File: src/tpmu_pkg.sv
// Shared constants and types for the table pointer move unit.
package tpmu_pkg;
   localparam int          WORD_W      = 16;
   localparam int          LEN_W       = 8;
   localparam int          MEM_AW      = 10;
   localparam int          MEM_DEPTH   = 1024;
   localparam logic [15:0] PTR_ZERO    = 16'h0000;
   localparam logic [15:0] PTR_STEP    = 16'h0001;
   localparam logic [15:0] FIRST_ENTRY = 16'h0001;
   localparam logic [7:0]  LEN_PAD     = 8'h00;

   typedef enum logic [1:0] {
      REMOVE_FROM_BOTTOM_OP,
      SOURCE_TO_TABLE_OP,
      REMOVE_FROM_TABLE_OP
   } tpmu_op_e;
endpackage : tpmu_pkg

File: src/tpmu_if.sv
// Link between the instruction sequencer end and the table move unit end.
`timescale 1ns/1ps
interface tpmu_if;
   import tpmu_pkg::*;
   logic                op_start;
   tpmu_op_e            op_kind;
   logic [LEN_W-1:0]    tbl_len;
   logic [WORD_W-1:0]   tbl_base;
   logic [WORD_W-1:0]   operand_addr;
   logic                scan_end;
   logic                busy;
   logic                done;
   logic                table_status_flag;
   logic                mem_en;
   logic                mem_we;
   logic [WORD_W-1:0]   mem_addr;
   logic [WORD_W-1:0]   mem_wdata;
   logic [WORD_W-1:0]   mem_rdata;

   modport dev (
      input  op_start, op_kind, tbl_len, tbl_base, operand_addr, scan_end, mem_rdata,
      output busy, done, table_status_flag, mem_en, mem_we, mem_addr, mem_wdata
   );
   modport seq (
      output op_start, op_kind, tbl_len, tbl_base, operand_addr, scan_end, mem_rdata,
      input  busy, done, table_status_flag, mem_en, mem_we, mem_addr, mem_wdata
   );
endinterface : tpmu_if

File: src/tpmu_engine.sv
// Table move engine: executes the three table operations on word memory.
`timescale 1ns/1ps
module tpmu_engine
   import tpmu_pkg::*;
(
   input  wire logic  clock,
   input  wire logic  srst,
   tpmu_if.dev        lnk,
   output logic       flag_out,
   output logic       busy_out
);

   // ----------------------------------------------------------------
   // State and captured parameters
   // ----------------------------------------------------------------
   typedef enum logic [2:0] {
      S_IDLE, S_PTR_WAIT, S_PTR, S_RD_WAIT, S_WR, S_NEXT, S_FIN
   } tpmu_state_e;

   tpmu_state_e         st_q;
   tpmu_op_e            op_q;
   logic [WORD_W-1:0]   len_q;
   logic [WORD_W-1:0]   base_q;
   logic [WORD_W-1:0]   opnd_q;
   logic [WORD_W-1:0]   cnt_q;
   logic [WORD_W-1:0]   np_q;
   logic [WORD_W-1:0]   k_q;
   logic                flag_pend_q;
   logic                ran_q;
   logic                flag_q;
   logic                done_q;
   logic                busy_q;
   logic                mem_en_q;
   logic                mem_we_q;
   logic [WORD_W-1:0]   mem_addr_q;
   logic [WORD_W-1:0]   mem_wdata_q;

   logic                start_ok;
   logic [WORD_W-1:0]   ptr;
   logic                skip;
   logic [WORD_W-1:0]   src_d;
   logic [WORD_W-1:0]   dst_d;
   logic [WORD_W-1:0]   np_d;
   logic                flag_d;
   logic [WORD_W-1:0]   dst_q;
   logic                shift_more;
   logic                fin_now;
   logic                fin_flag;

   assign start_ok   = lnk.op_start && st_q == S_IDLE && !ran_q;
   assign ptr        = lnk.mem_rdata;
   assign shift_more = op_q == REMOVE_FROM_TABLE_OP && k_q < cnt_q;
   assign fin_now    = (st_q == S_PTR && skip) || st_q == S_FIN;
   assign fin_flag   = (st_q == S_PTR) ? flag_d : flag_pend_q;

   // ----------------------------------------------------------------
   // Decision on the pointer or counter word just read
   // ----------------------------------------------------------------
   always_comb begin
      skip   = 1'b0;
      src_d  = opnd_q;
      dst_d  = opnd_q;
      np_d   = ptr;
      flag_d = 1'b0;
      unique case (op_q)
         REMOVE_FROM_BOTTOM_OP: begin
            skip   = ptr == PTR_ZERO;
            src_d  = base_q + ptr;
            np_d   = ptr - PTR_STEP;
            flag_d = skip || np_d == PTR_ZERO;
         end
         SOURCE_TO_TABLE_OP: begin
            skip = ptr > len_q;
            if (ptr == PTR_ZERO || ptr == len_q) begin
               np_d = FIRST_ENTRY;
            end else begin
               np_d = ptr + PTR_STEP;
            end
            dst_d  = base_q + np_d;
            flag_d = !skip && np_d == len_q;
         end
         REMOVE_FROM_TABLE_OP: begin
            skip   = ptr == PTR_ZERO || ptr > len_q;
            src_d  = base_q + FIRST_ENTRY;
            np_d   = ptr - PTR_STEP;
            flag_d = skip || np_d == PTR_ZERO;
         end
         default: begin
            skip   = 1'b1;
            flag_d = 1'b0;
         end
      endcase
   end

   // ----------------------------------------------------------------
   // Sequencing and memory access
   // ----------------------------------------------------------------
   always_ff @(posedge clock) begin
      if (srst) begin
         st_q        <= S_IDLE;
         op_q        <= REMOVE_FROM_BOTTOM_OP;
         len_q       <= PTR_ZERO;
         base_q      <= PTR_ZERO;
         opnd_q      <= PTR_ZERO;
         cnt_q       <= PTR_ZERO;
         np_q        <= PTR_ZERO;
         k_q         <= PTR_ZERO;
         dst_q       <= PTR_ZERO;
         flag_pend_q <= 1'b0;
         mem_en_q    <= 1'b0;
         mem_we_q    <= 1'b0;
         mem_addr_q  <= PTR_ZERO;
         mem_wdata_q <= PTR_ZERO;
      end else begin
         unique case (st_q)
            S_IDLE: begin
               mem_en_q <= 1'b0;
               if (start_ok) begin
                  op_q       <= lnk.op_kind;
                  len_q      <= {LEN_PAD, lnk.tbl_len};
                  base_q     <= lnk.tbl_base;
                  opnd_q     <= lnk.operand_addr;
                  mem_en_q   <= 1'b1;
                  mem_we_q   <= 1'b0;
                  mem_addr_q <= lnk.tbl_base;
                  st_q       <= S_PTR_WAIT;
               end
            end
            S_PTR_WAIT: begin
               mem_en_q <= 1'b0;
               st_q     <= S_PTR;
            end
            S_PTR: begin
               cnt_q       <= ptr;
               np_q        <= np_d;
               flag_pend_q <= flag_d;
               k_q         <= FIRST_ENTRY;
               dst_q       <= dst_d;
               if (skip) begin
                  st_q <= S_IDLE;
               end else begin
                  mem_en_q   <= 1'b1;
                  mem_we_q   <= 1'b0;
                  mem_addr_q <= src_d;
                  st_q       <= S_RD_WAIT;
               end
            end
            S_RD_WAIT: begin
               mem_en_q <= 1'b0;
               st_q     <= S_WR;
            end
            S_WR: begin
               mem_en_q    <= 1'b1;
               mem_we_q    <= 1'b1;
               mem_addr_q  <= dst_q;
               mem_wdata_q <= lnk.mem_rdata;
               st_q        <= S_NEXT;
            end
            S_NEXT: begin
               mem_en_q <= 1'b1;
               if (shift_more) begin
                  mem_we_q   <= 1'b0;
                  mem_addr_q <= base_q + k_q + PTR_STEP;
                  dst_q      <= base_q + k_q;
                  k_q        <= k_q + PTR_STEP;
                  st_q       <= S_RD_WAIT;
               end else begin
                  mem_we_q    <= 1'b1;
                  mem_addr_q  <= base_q;
                  mem_wdata_q <= np_q;
                  st_q        <= S_FIN;
               end
            end
            S_FIN: begin
               mem_en_q <= 1'b0;
               mem_we_q <= 1'b0;
               st_q     <= S_IDLE;
            end
         endcase
      end
   end

   // ----------------------------------------------------------------
   // Once-per-scan guard
   // ----------------------------------------------------------------
   always_ff @(posedge clock) begin
      if (srst) begin
         ran_q <= 1'b0;
      end else if (start_ok) begin
         ran_q <= 1'b1;
      end else if (lnk.scan_end) begin
         ran_q <= 1'b0;
      end
   end

   // ----------------------------------------------------------------
   // Shared status flag, completion and busy
   // ----------------------------------------------------------------
   always_ff @(posedge clock) begin
      if (srst) begin
         flag_q <= 1'b0;
      end else if (fin_now) begin
         flag_q <= fin_flag;
      end else if (lnk.scan_end) begin
         flag_q <= 1'b0;
      end
   end

   always_ff @(posedge clock) begin
      if (srst) begin
         done_q <= 1'b0;
         busy_q <= 1'b0;
      end else begin
         done_q <= fin_now;
         if (start_ok) begin
            busy_q <= 1'b1;
         end else if (fin_now) begin
            busy_q <= 1'b0;
         end
      end
   end

   assign lnk.busy              = busy_q;
   assign lnk.done              = done_q;
   assign lnk.table_status_flag = flag_q;
   assign lnk.mem_en            = mem_en_q;
   assign lnk.mem_we            = mem_we_q;
   assign lnk.mem_addr          = mem_addr_q;
   assign lnk.mem_wdata         = mem_wdata_q;
   assign flag_out              = flag_q;
   assign busy_out              = busy_q;

endmodule : tpmu_engine

File: src/flat_wrapper.sv
// flat-port wrapper written by rule: the top's interface ports become plain ports
module tpmu_engine_flat import tpmu_pkg::*;
  (clock, srst, flag_out, busy_out, lnk_op_start, lnk_op_kind, lnk_tbl_len, lnk_tbl_base, lnk_operand_addr, lnk_scan_end, lnk_mem_rdata, lnk_busy, lnk_done, lnk_table_status_flag, lnk_mem_en, lnk_mem_we, lnk_mem_addr, lnk_mem_wdata);
  tpmu_if lnk_i ();
  input  wire logic clock;
  input  wire logic srst;
  output logic flag_out;
  output logic busy_out;
  input wire logic [$bits(lnk_i.op_start)-1:0] lnk_op_start;
  input wire logic [$bits(lnk_i.op_kind)-1:0] lnk_op_kind;
  input wire logic [$bits(lnk_i.tbl_len)-1:0] lnk_tbl_len;
  input wire logic [$bits(lnk_i.tbl_base)-1:0] lnk_tbl_base;
  input wire logic [$bits(lnk_i.operand_addr)-1:0] lnk_operand_addr;
  input wire logic [$bits(lnk_i.scan_end)-1:0] lnk_scan_end;
  input wire logic [$bits(lnk_i.mem_rdata)-1:0] lnk_mem_rdata;
  output wire logic [$bits(lnk_i.busy)-1:0] lnk_busy;
  output wire logic [$bits(lnk_i.done)-1:0] lnk_done;
  output wire logic [$bits(lnk_i.table_status_flag)-1:0] lnk_table_status_flag;
  output wire logic [$bits(lnk_i.mem_en)-1:0] lnk_mem_en;
  output wire logic [$bits(lnk_i.mem_we)-1:0] lnk_mem_we;
  output wire logic [$bits(lnk_i.mem_addr)-1:0] lnk_mem_addr;
  output wire logic [$bits(lnk_i.mem_wdata)-1:0] lnk_mem_wdata;
  assign lnk_i.op_start = lnk_op_start;
  assign lnk_i.op_kind = lnk_op_kind;
  assign lnk_i.tbl_len = lnk_tbl_len;
  assign lnk_i.tbl_base = lnk_tbl_base;
  assign lnk_i.operand_addr = lnk_operand_addr;
  assign lnk_i.scan_end = lnk_scan_end;
  assign lnk_i.mem_rdata = lnk_mem_rdata;
  assign lnk_busy = lnk_i.busy;
  assign lnk_done = lnk_i.done;
  assign lnk_table_status_flag = lnk_i.table_status_flag;
  assign lnk_mem_en = lnk_i.mem_en;
  assign lnk_mem_we = lnk_i.mem_we;
  assign lnk_mem_addr = lnk_i.mem_addr;
  assign lnk_mem_wdata = lnk_i.mem_wdata;
  tpmu_engine u_core (.clock(clock), .srst(srst), .lnk(lnk_i), .flag_out(flag_out), .busy_out(busy_out));
endmodule
File: config.mk
export PLATFORM = sky130hd
export DESIGN_NAME = tpmu_engine_flat
export DESIGN_NICKNAME = d
export VERILOG_FILES = /design/src/tpmu_pkg.sv /design/src/tpmu_if.sv /design/src/tpmu_engine.sv /design/src/flat_wrapper.sv
export SDC_FILE = /design/constraint.sdc
export NUM_CORES = 1
export LEC_CHECK = 0
export BUFFER_PORTS_ARGS = -buffer_cell sky130_fd_sc_hd__buf_2
export CORE_UTILIZATION = 40
export DETAILED_ROUTE_END_ITERATION = 6
export PLACE_DENSITY = 0.55
export SLEW_MARGIN = 20
export SYNTH_ARGS = -nofsm -noshare
export SYNTH_HDL_FRONTEND = slang
export SYNTH_SLANG_ARGS = --single-unit
File: constraint.sdc
create_clock -name clock -period 5.43 [get_ports clock]
set_input_delay 1.3575 -clock clock [delete_from_list [all_inputs] [get_ports clock]]
set_output_delay 1.3575 -clock clock [all_outputs]
set_load 0.02 [all_outputs]
-- Word level (Yosys, flattened, before mapping)
Cells that the tools add are included.
- logic and storage cells: 107
- output and inout port bits: 39
- input bits: 62
- register bits: 148
- mux-type cells: 34
- eq/ne operators: 14
- magnitude comparators: 2
- reductions and logical operators: 31
- $add $sub $neg: 8
- operators by type and width (kind ; number):
    $pmux 16 s2 ; 5
    $mux 16 ; 9
    $add 16x1->16 const B ; 4
    $pmux 16 s4 ; 1
    $add 16x16->16 ; 3
    $eq 16x8->1 ; 2
    $logic_not 16->1 ; 2
    $pmux 3 s7 ; 1
    $gt 16x8->1 ; 1
    $lt 16x16->1 ; 1
    $sub 16x1->16 const B ; 1
    $mux 1 ; 11
    $reduce_bool 2->1 ; 5
    $eq 3x3->1 const B ; 3
    $eq 3x2->1 const B ; 2
    $mux 3 ; 2
    $pmux 1 s3 ; 2
    $reduce_and 2->1 ; 3
    $reduce_and 3->1 ; 2
    $logic_and 1x1->1 ; 5
    $logic_or 1x1->1 ; 5
    $pmux 1 s5 ; 1
    $reduce_bool 5->1 ; 1
    $ne 2x1->1 const B ; 2
    other kinds (12) ; 15

-- Logic depth before layout (Yosys ltp)
- word-level depth: 9
- depth in mapped cells: 17
- depth with buffers taken out: 17

-- Worst setup path before layout
No wires, ideal clock.
- path type: input port to flip-flop
- from: in lnk_mem_rdata[2]
- to: reg u_core.dst_q[13]
- data required time: 5315 ps
- stages on the path: 15
- data arrival time: 4703 ps
- buffers on the path: 2
- setup slack: 613 ps
- cell sequence: buf_6 > nor4_4 > nand3_4 > a21oi_4 > clkbuf_1 > nor2_1 > ha_1 > and3_1 > o211a_1 > a211o_1 > a211oi_4 > o31ai_2 > a31oi_1 > xor2_1 > a2111oi_0
- word-level cells in the longest chain between the ends: 7
- elaborated cells between the ends (all ways): 9
- ends and longest elaborated chain (what ; RTL line ; text):
    from (decl) ; flat_wrapper.sv:15 ; input wire logic [$bits(lnk_i.mem_rdata)-1:0] lnk_mem_rdata;
    branches (longest 2 deep; another with $add 16x1->16) ; n/a ;
    $mux 16 * ; tpmu_engine.sv:74 ; if (ptr == PTR_ZERO || ptr == len_q) begin
    $mux 16 * ; tpmu_engine.sv:65 ; unique case (op_q)
    $add 16x16->16 * ; tpmu_engine.sv:79 ; dst_d = base_q + np_d;
    $mux 16 * ; tpmu_engine.sv:65 ;
    $pmux 16 s2 * ; tpmu_engine.sv:115 ; unique case (st_q)
    to (signal assigned) ; tpmu_engine.sv:138 ; dst_q <= dst_d;
    to (signal assigned) ; tpmu_engine.sv:164 ; dst_q <= base_q + k_q;
    to (decl) ; tpmu_engine.sv:45 ; logic [WORD_W-1:0] dst_q;
Every way passes the cells marked *. The select of a mux whose other input is x is not followed.
A chain may end at the register's enable or synchronous reset.

-- Worst setup path after layout
- from: in lnk_mem_rdata[4]
- to: reg u_core.dst_q[13]
Same word-level chain as after synthesis.

==> results.toml <==
[critical_path]
r2r_cells = 11
timing.rr.end = "u_core.lnk.mem_addr[11]"
crit-reg2reg-launch = "u_core.k_q[0]"
r2r_setup_slack_ns = 1.51
cp-start-kind = "input pin"
crit_required_ns = 5.75
cp-end-kind = "register"
critPathArrivalTime_ns = 4.93
crit_fanout = 12
worstSetupPathType = "input pin to register"

[job]
cap_violations = 0

[logic_synthesis]
syn_nets = 1625
yosysSeqAreaShare_pct = 27.2
synth_cell_types = 82
avgSynthCellArea_um2 = 7.33
ys.flop_type = "dfxtp_1"
synth-edff-count = 0
syn_inst = 1488
synth_area_mm2 = 0.0109
async_flop_share_pct = 0
synth_seq_cells = 148
yosysWarnings = 0

[final_layout]
nNetsFinal = 1666
regArea_mm2 = 0.00296
final_util_pct = 45.5
multi_input_area_mm2 = 0.00737
layoutNonFillerInstCount = 1885
fillers = 2845
finalInstanceArea_mm2 = 0.0122
final_layout_size_suffix_gt1_share_pct = 12.2
area_growth_syn_to_layout_pct = 12.1

[pwr]
pwr_density_cell_mw_per_mm2 = 275
ir_worst_vdd_uv = 150
power_mw = 3.36
p_leak_nw = 4.79

[run_status]
status = "finished clean"

[clock_tree]
cts_tree = "yes"
clk_pin_slew_ns = 0.07
numCtsBuffers = 17
hold_buffers = 0
clock-root-buffer = "clkbuf_16"
clkLatencyLatePin_ns = 0.44
cts_setup_buffers = 0
cts_max_level = 4
clockBufferDepth = 2
cts_resized = 0
clock_sinks = 148

[die]
die_area_mm2 = 0.0279
core_mm2 = 0.0269
ios = 101
start_util_pct = 40.6
die_y_um = 167
die_x_um = 167
rows = 60

[sta]
setup_tns_ns = 0
worst_pin_slew_ns = 1.04
final-setup-viol-count = 0
fin_crit_ns = 4.61
fmax_mhz = 217
maxSlewViolCount = 0
slew_headroom_pct = 30.7
hold_viol_final = 0
skew_ns = 0.0137
whs_ns = 0.451
min_period_over_period_pct = 84.9
rsz0062_at_grt = "no"
setup_slack_ns = 0.819

[grt]
met3_usage_pct = 3.73
grt_use_met2_pct = 42.9
grt_usage_pct = 27.5
grt-busiest-layer = "met2"
antenna_found_initial = 1
grt_use_met1_pct = 38.4
grt_max_degree = 81
grt_pass1_wl_mm = 59.6
grt_pass1_vias = 10200
grt-ovfl-total = 0

[routing]
avgRoutedWirePerCell_um = 20.3
vias_per_cell = 5.89
route.detailed.drc = 0
vias = 11100
drt-pass1-iter-count = 5
routed_wirelength_mm = 38.3
drtAntennaViolNets = 0
first_iter_violations = 940

[placed_design]
dpl-instance-area_mm2 = 0.0116
dp_cells = 1850
place_congestion = 0.929
dp_slack_ns = 0.416
hpwlAfterDp_mm = 28.1
numPortBuffers = 100

[min_path]
min_from = "u_core.lnk.mem_addr[5]"
hold-path-cell-count = 2
min_to = "u_core.lnk.mem_addr[5]"
min-delay-path-class = "register to register"
[cell usage after synthesis, types with 5 or more instances]
cell type  count  share of area, %
nor2b_1        9              0.52
mux2i_1        9              0.83
o2111ai_1      5              0.40
and3_1        12              0.69
nand2_1      275               9.5
nor2_1       133               4.6
nor4_1        10              0.57
ha_1          73               8.4
nand2b_1      16              0.92
a211oi_1      16               1.1
buf_2          9              0.41
o21bai_1       5              0.34
nand3b_1       7              0.48
nand4_1       14              0.80
nor3_1        26               1.2
a311oi_1      21               1.7
o31ai_1        7              0.48
or3_1         12              0.69
a211o_1        5              0.40
o41ai_1        6              0.48
clkbuf_1      87               3.0
a21o_1        19               1.3
o311ai_0       9              0.72
o211ai_1      24               1.7
o21ai_1        7              0.32
inv_1         43               1.5
o22ai_1        8              0.46
a31oi_1       12              0.69
dfxtp_1      148                27
or2_2          6              0.34
and2_1        24               1.4
nand3_1       24               1.1
a221oi_1       7              0.56
a21oi_1      169               7.8
o21ai_0       48               2.2
or4_1          6              0.41
xnor2_1       42               3.4
xor2_1        43               3.5
o21a_1        12              0.83
[area by class of cell]
type,instances,share of cell area (%)
Sequential cell,148,24.3
Tap cell,341,3.49
Clock inverter,13,0.942
Antenna cell,2,0.0410
Clock buffer,19,3.71
Multi-Input combinational cell,1193,60.4
Timing Repair Buffer,126,5.88
Inverter,43,1.32
[report_power, final]
| group | internal [mW] | switching, mW |
|---|---|---|
| registers | 1.16 | 0.0846 |
| logic | 0.333 | 0.598 |
| clock network | 0.627 | 0.549 |
[logic make-up (layout without fill, tap and decap cells)]
logic type               Yosys count  count (layout)  share of synthesized area (%)
buffers and inverters            147             201                           5.34
XOR/XNOR                          85              85                           6.83
AO/OA/AOI/OAI                    431             431                           26.1
AND/OR/NAND/NOR                  591             591                           24.8
adder cells (fa/ha/maj)           76              76                           8.85
other                              0               2                              0
flip-flops                       148             148                           27.2
multiplexers                      10              10                          0.930
[state kept, by name, summed over array words and instances, names as in the netlist, 3 cells and up]
register / count
u_core.np_q: 16
u_core.base_q: 16
u_core.len_q: 8
u_core.dst_q: 16
u_core.lnk.mem_addr: 16
u_core.opnd_q: 16
u_core.cnt_q: 16
u_core.lnk.mem_wdata: 16
u_core.st_q: 3
u_core.k_q: 16
[worst max-delay path, cell delays in order]
cell,delay (ns)
buf_2,0.20
ha_1,0.33
nand4_1,0.13
or2_2,0.36
a21oi_4,0.20
nor2_1,0.12
ha_1,0.37
a21o_1,0.21
a21o_1,0.19
a211o_1,0.33
a211oi_4,0.31
o31ai_2,0.15
a31oi_1,0.22
xor2_1,0.09
a2111oi_0,0.35
[metal layers]
layer / share of wire [%] / wire length (um)
met4: 3.2 / 1220
met5: 0.034 / 13
met2: 44 / 17100
met3: 5.6 / 2150
met1: 47 / 17900
[cells in the final DEF (no fill, tap or decap), types with 42 or more instances in the layout]
master,instances
a21oi_1,168
buf_2,99
dfxtp_1,148
ha_1,73
inv_1,43
nand2_1,275
nor2_1,131
o21ai_0,48
xnor2_1,42
xor2_1,43
[worst max path at each step]
stage                startpoint          endpoint  cells past startpoint
2_1_floorplan  lnk_mem_rdata[2]  u_core.dst_q[13]                     15
3_3_place_gp   lnk_mem_rdata[4]  u_core.dst_q[13]                     15
3_5_place_dp   lnk_mem_rdata[5]  u_core.dst_q[13]                     15
4_1_cts        lnk_mem_rdata[5]  u_core.dst_q[13]                     15
5_1_grt        lnk_mem_rdata[4]  u_core.dst_q[13]                     16
6_report       lnk_mem_rdata[4]  u_core.dst_q[13]                     15
Power figures use the tool's default switching activity.
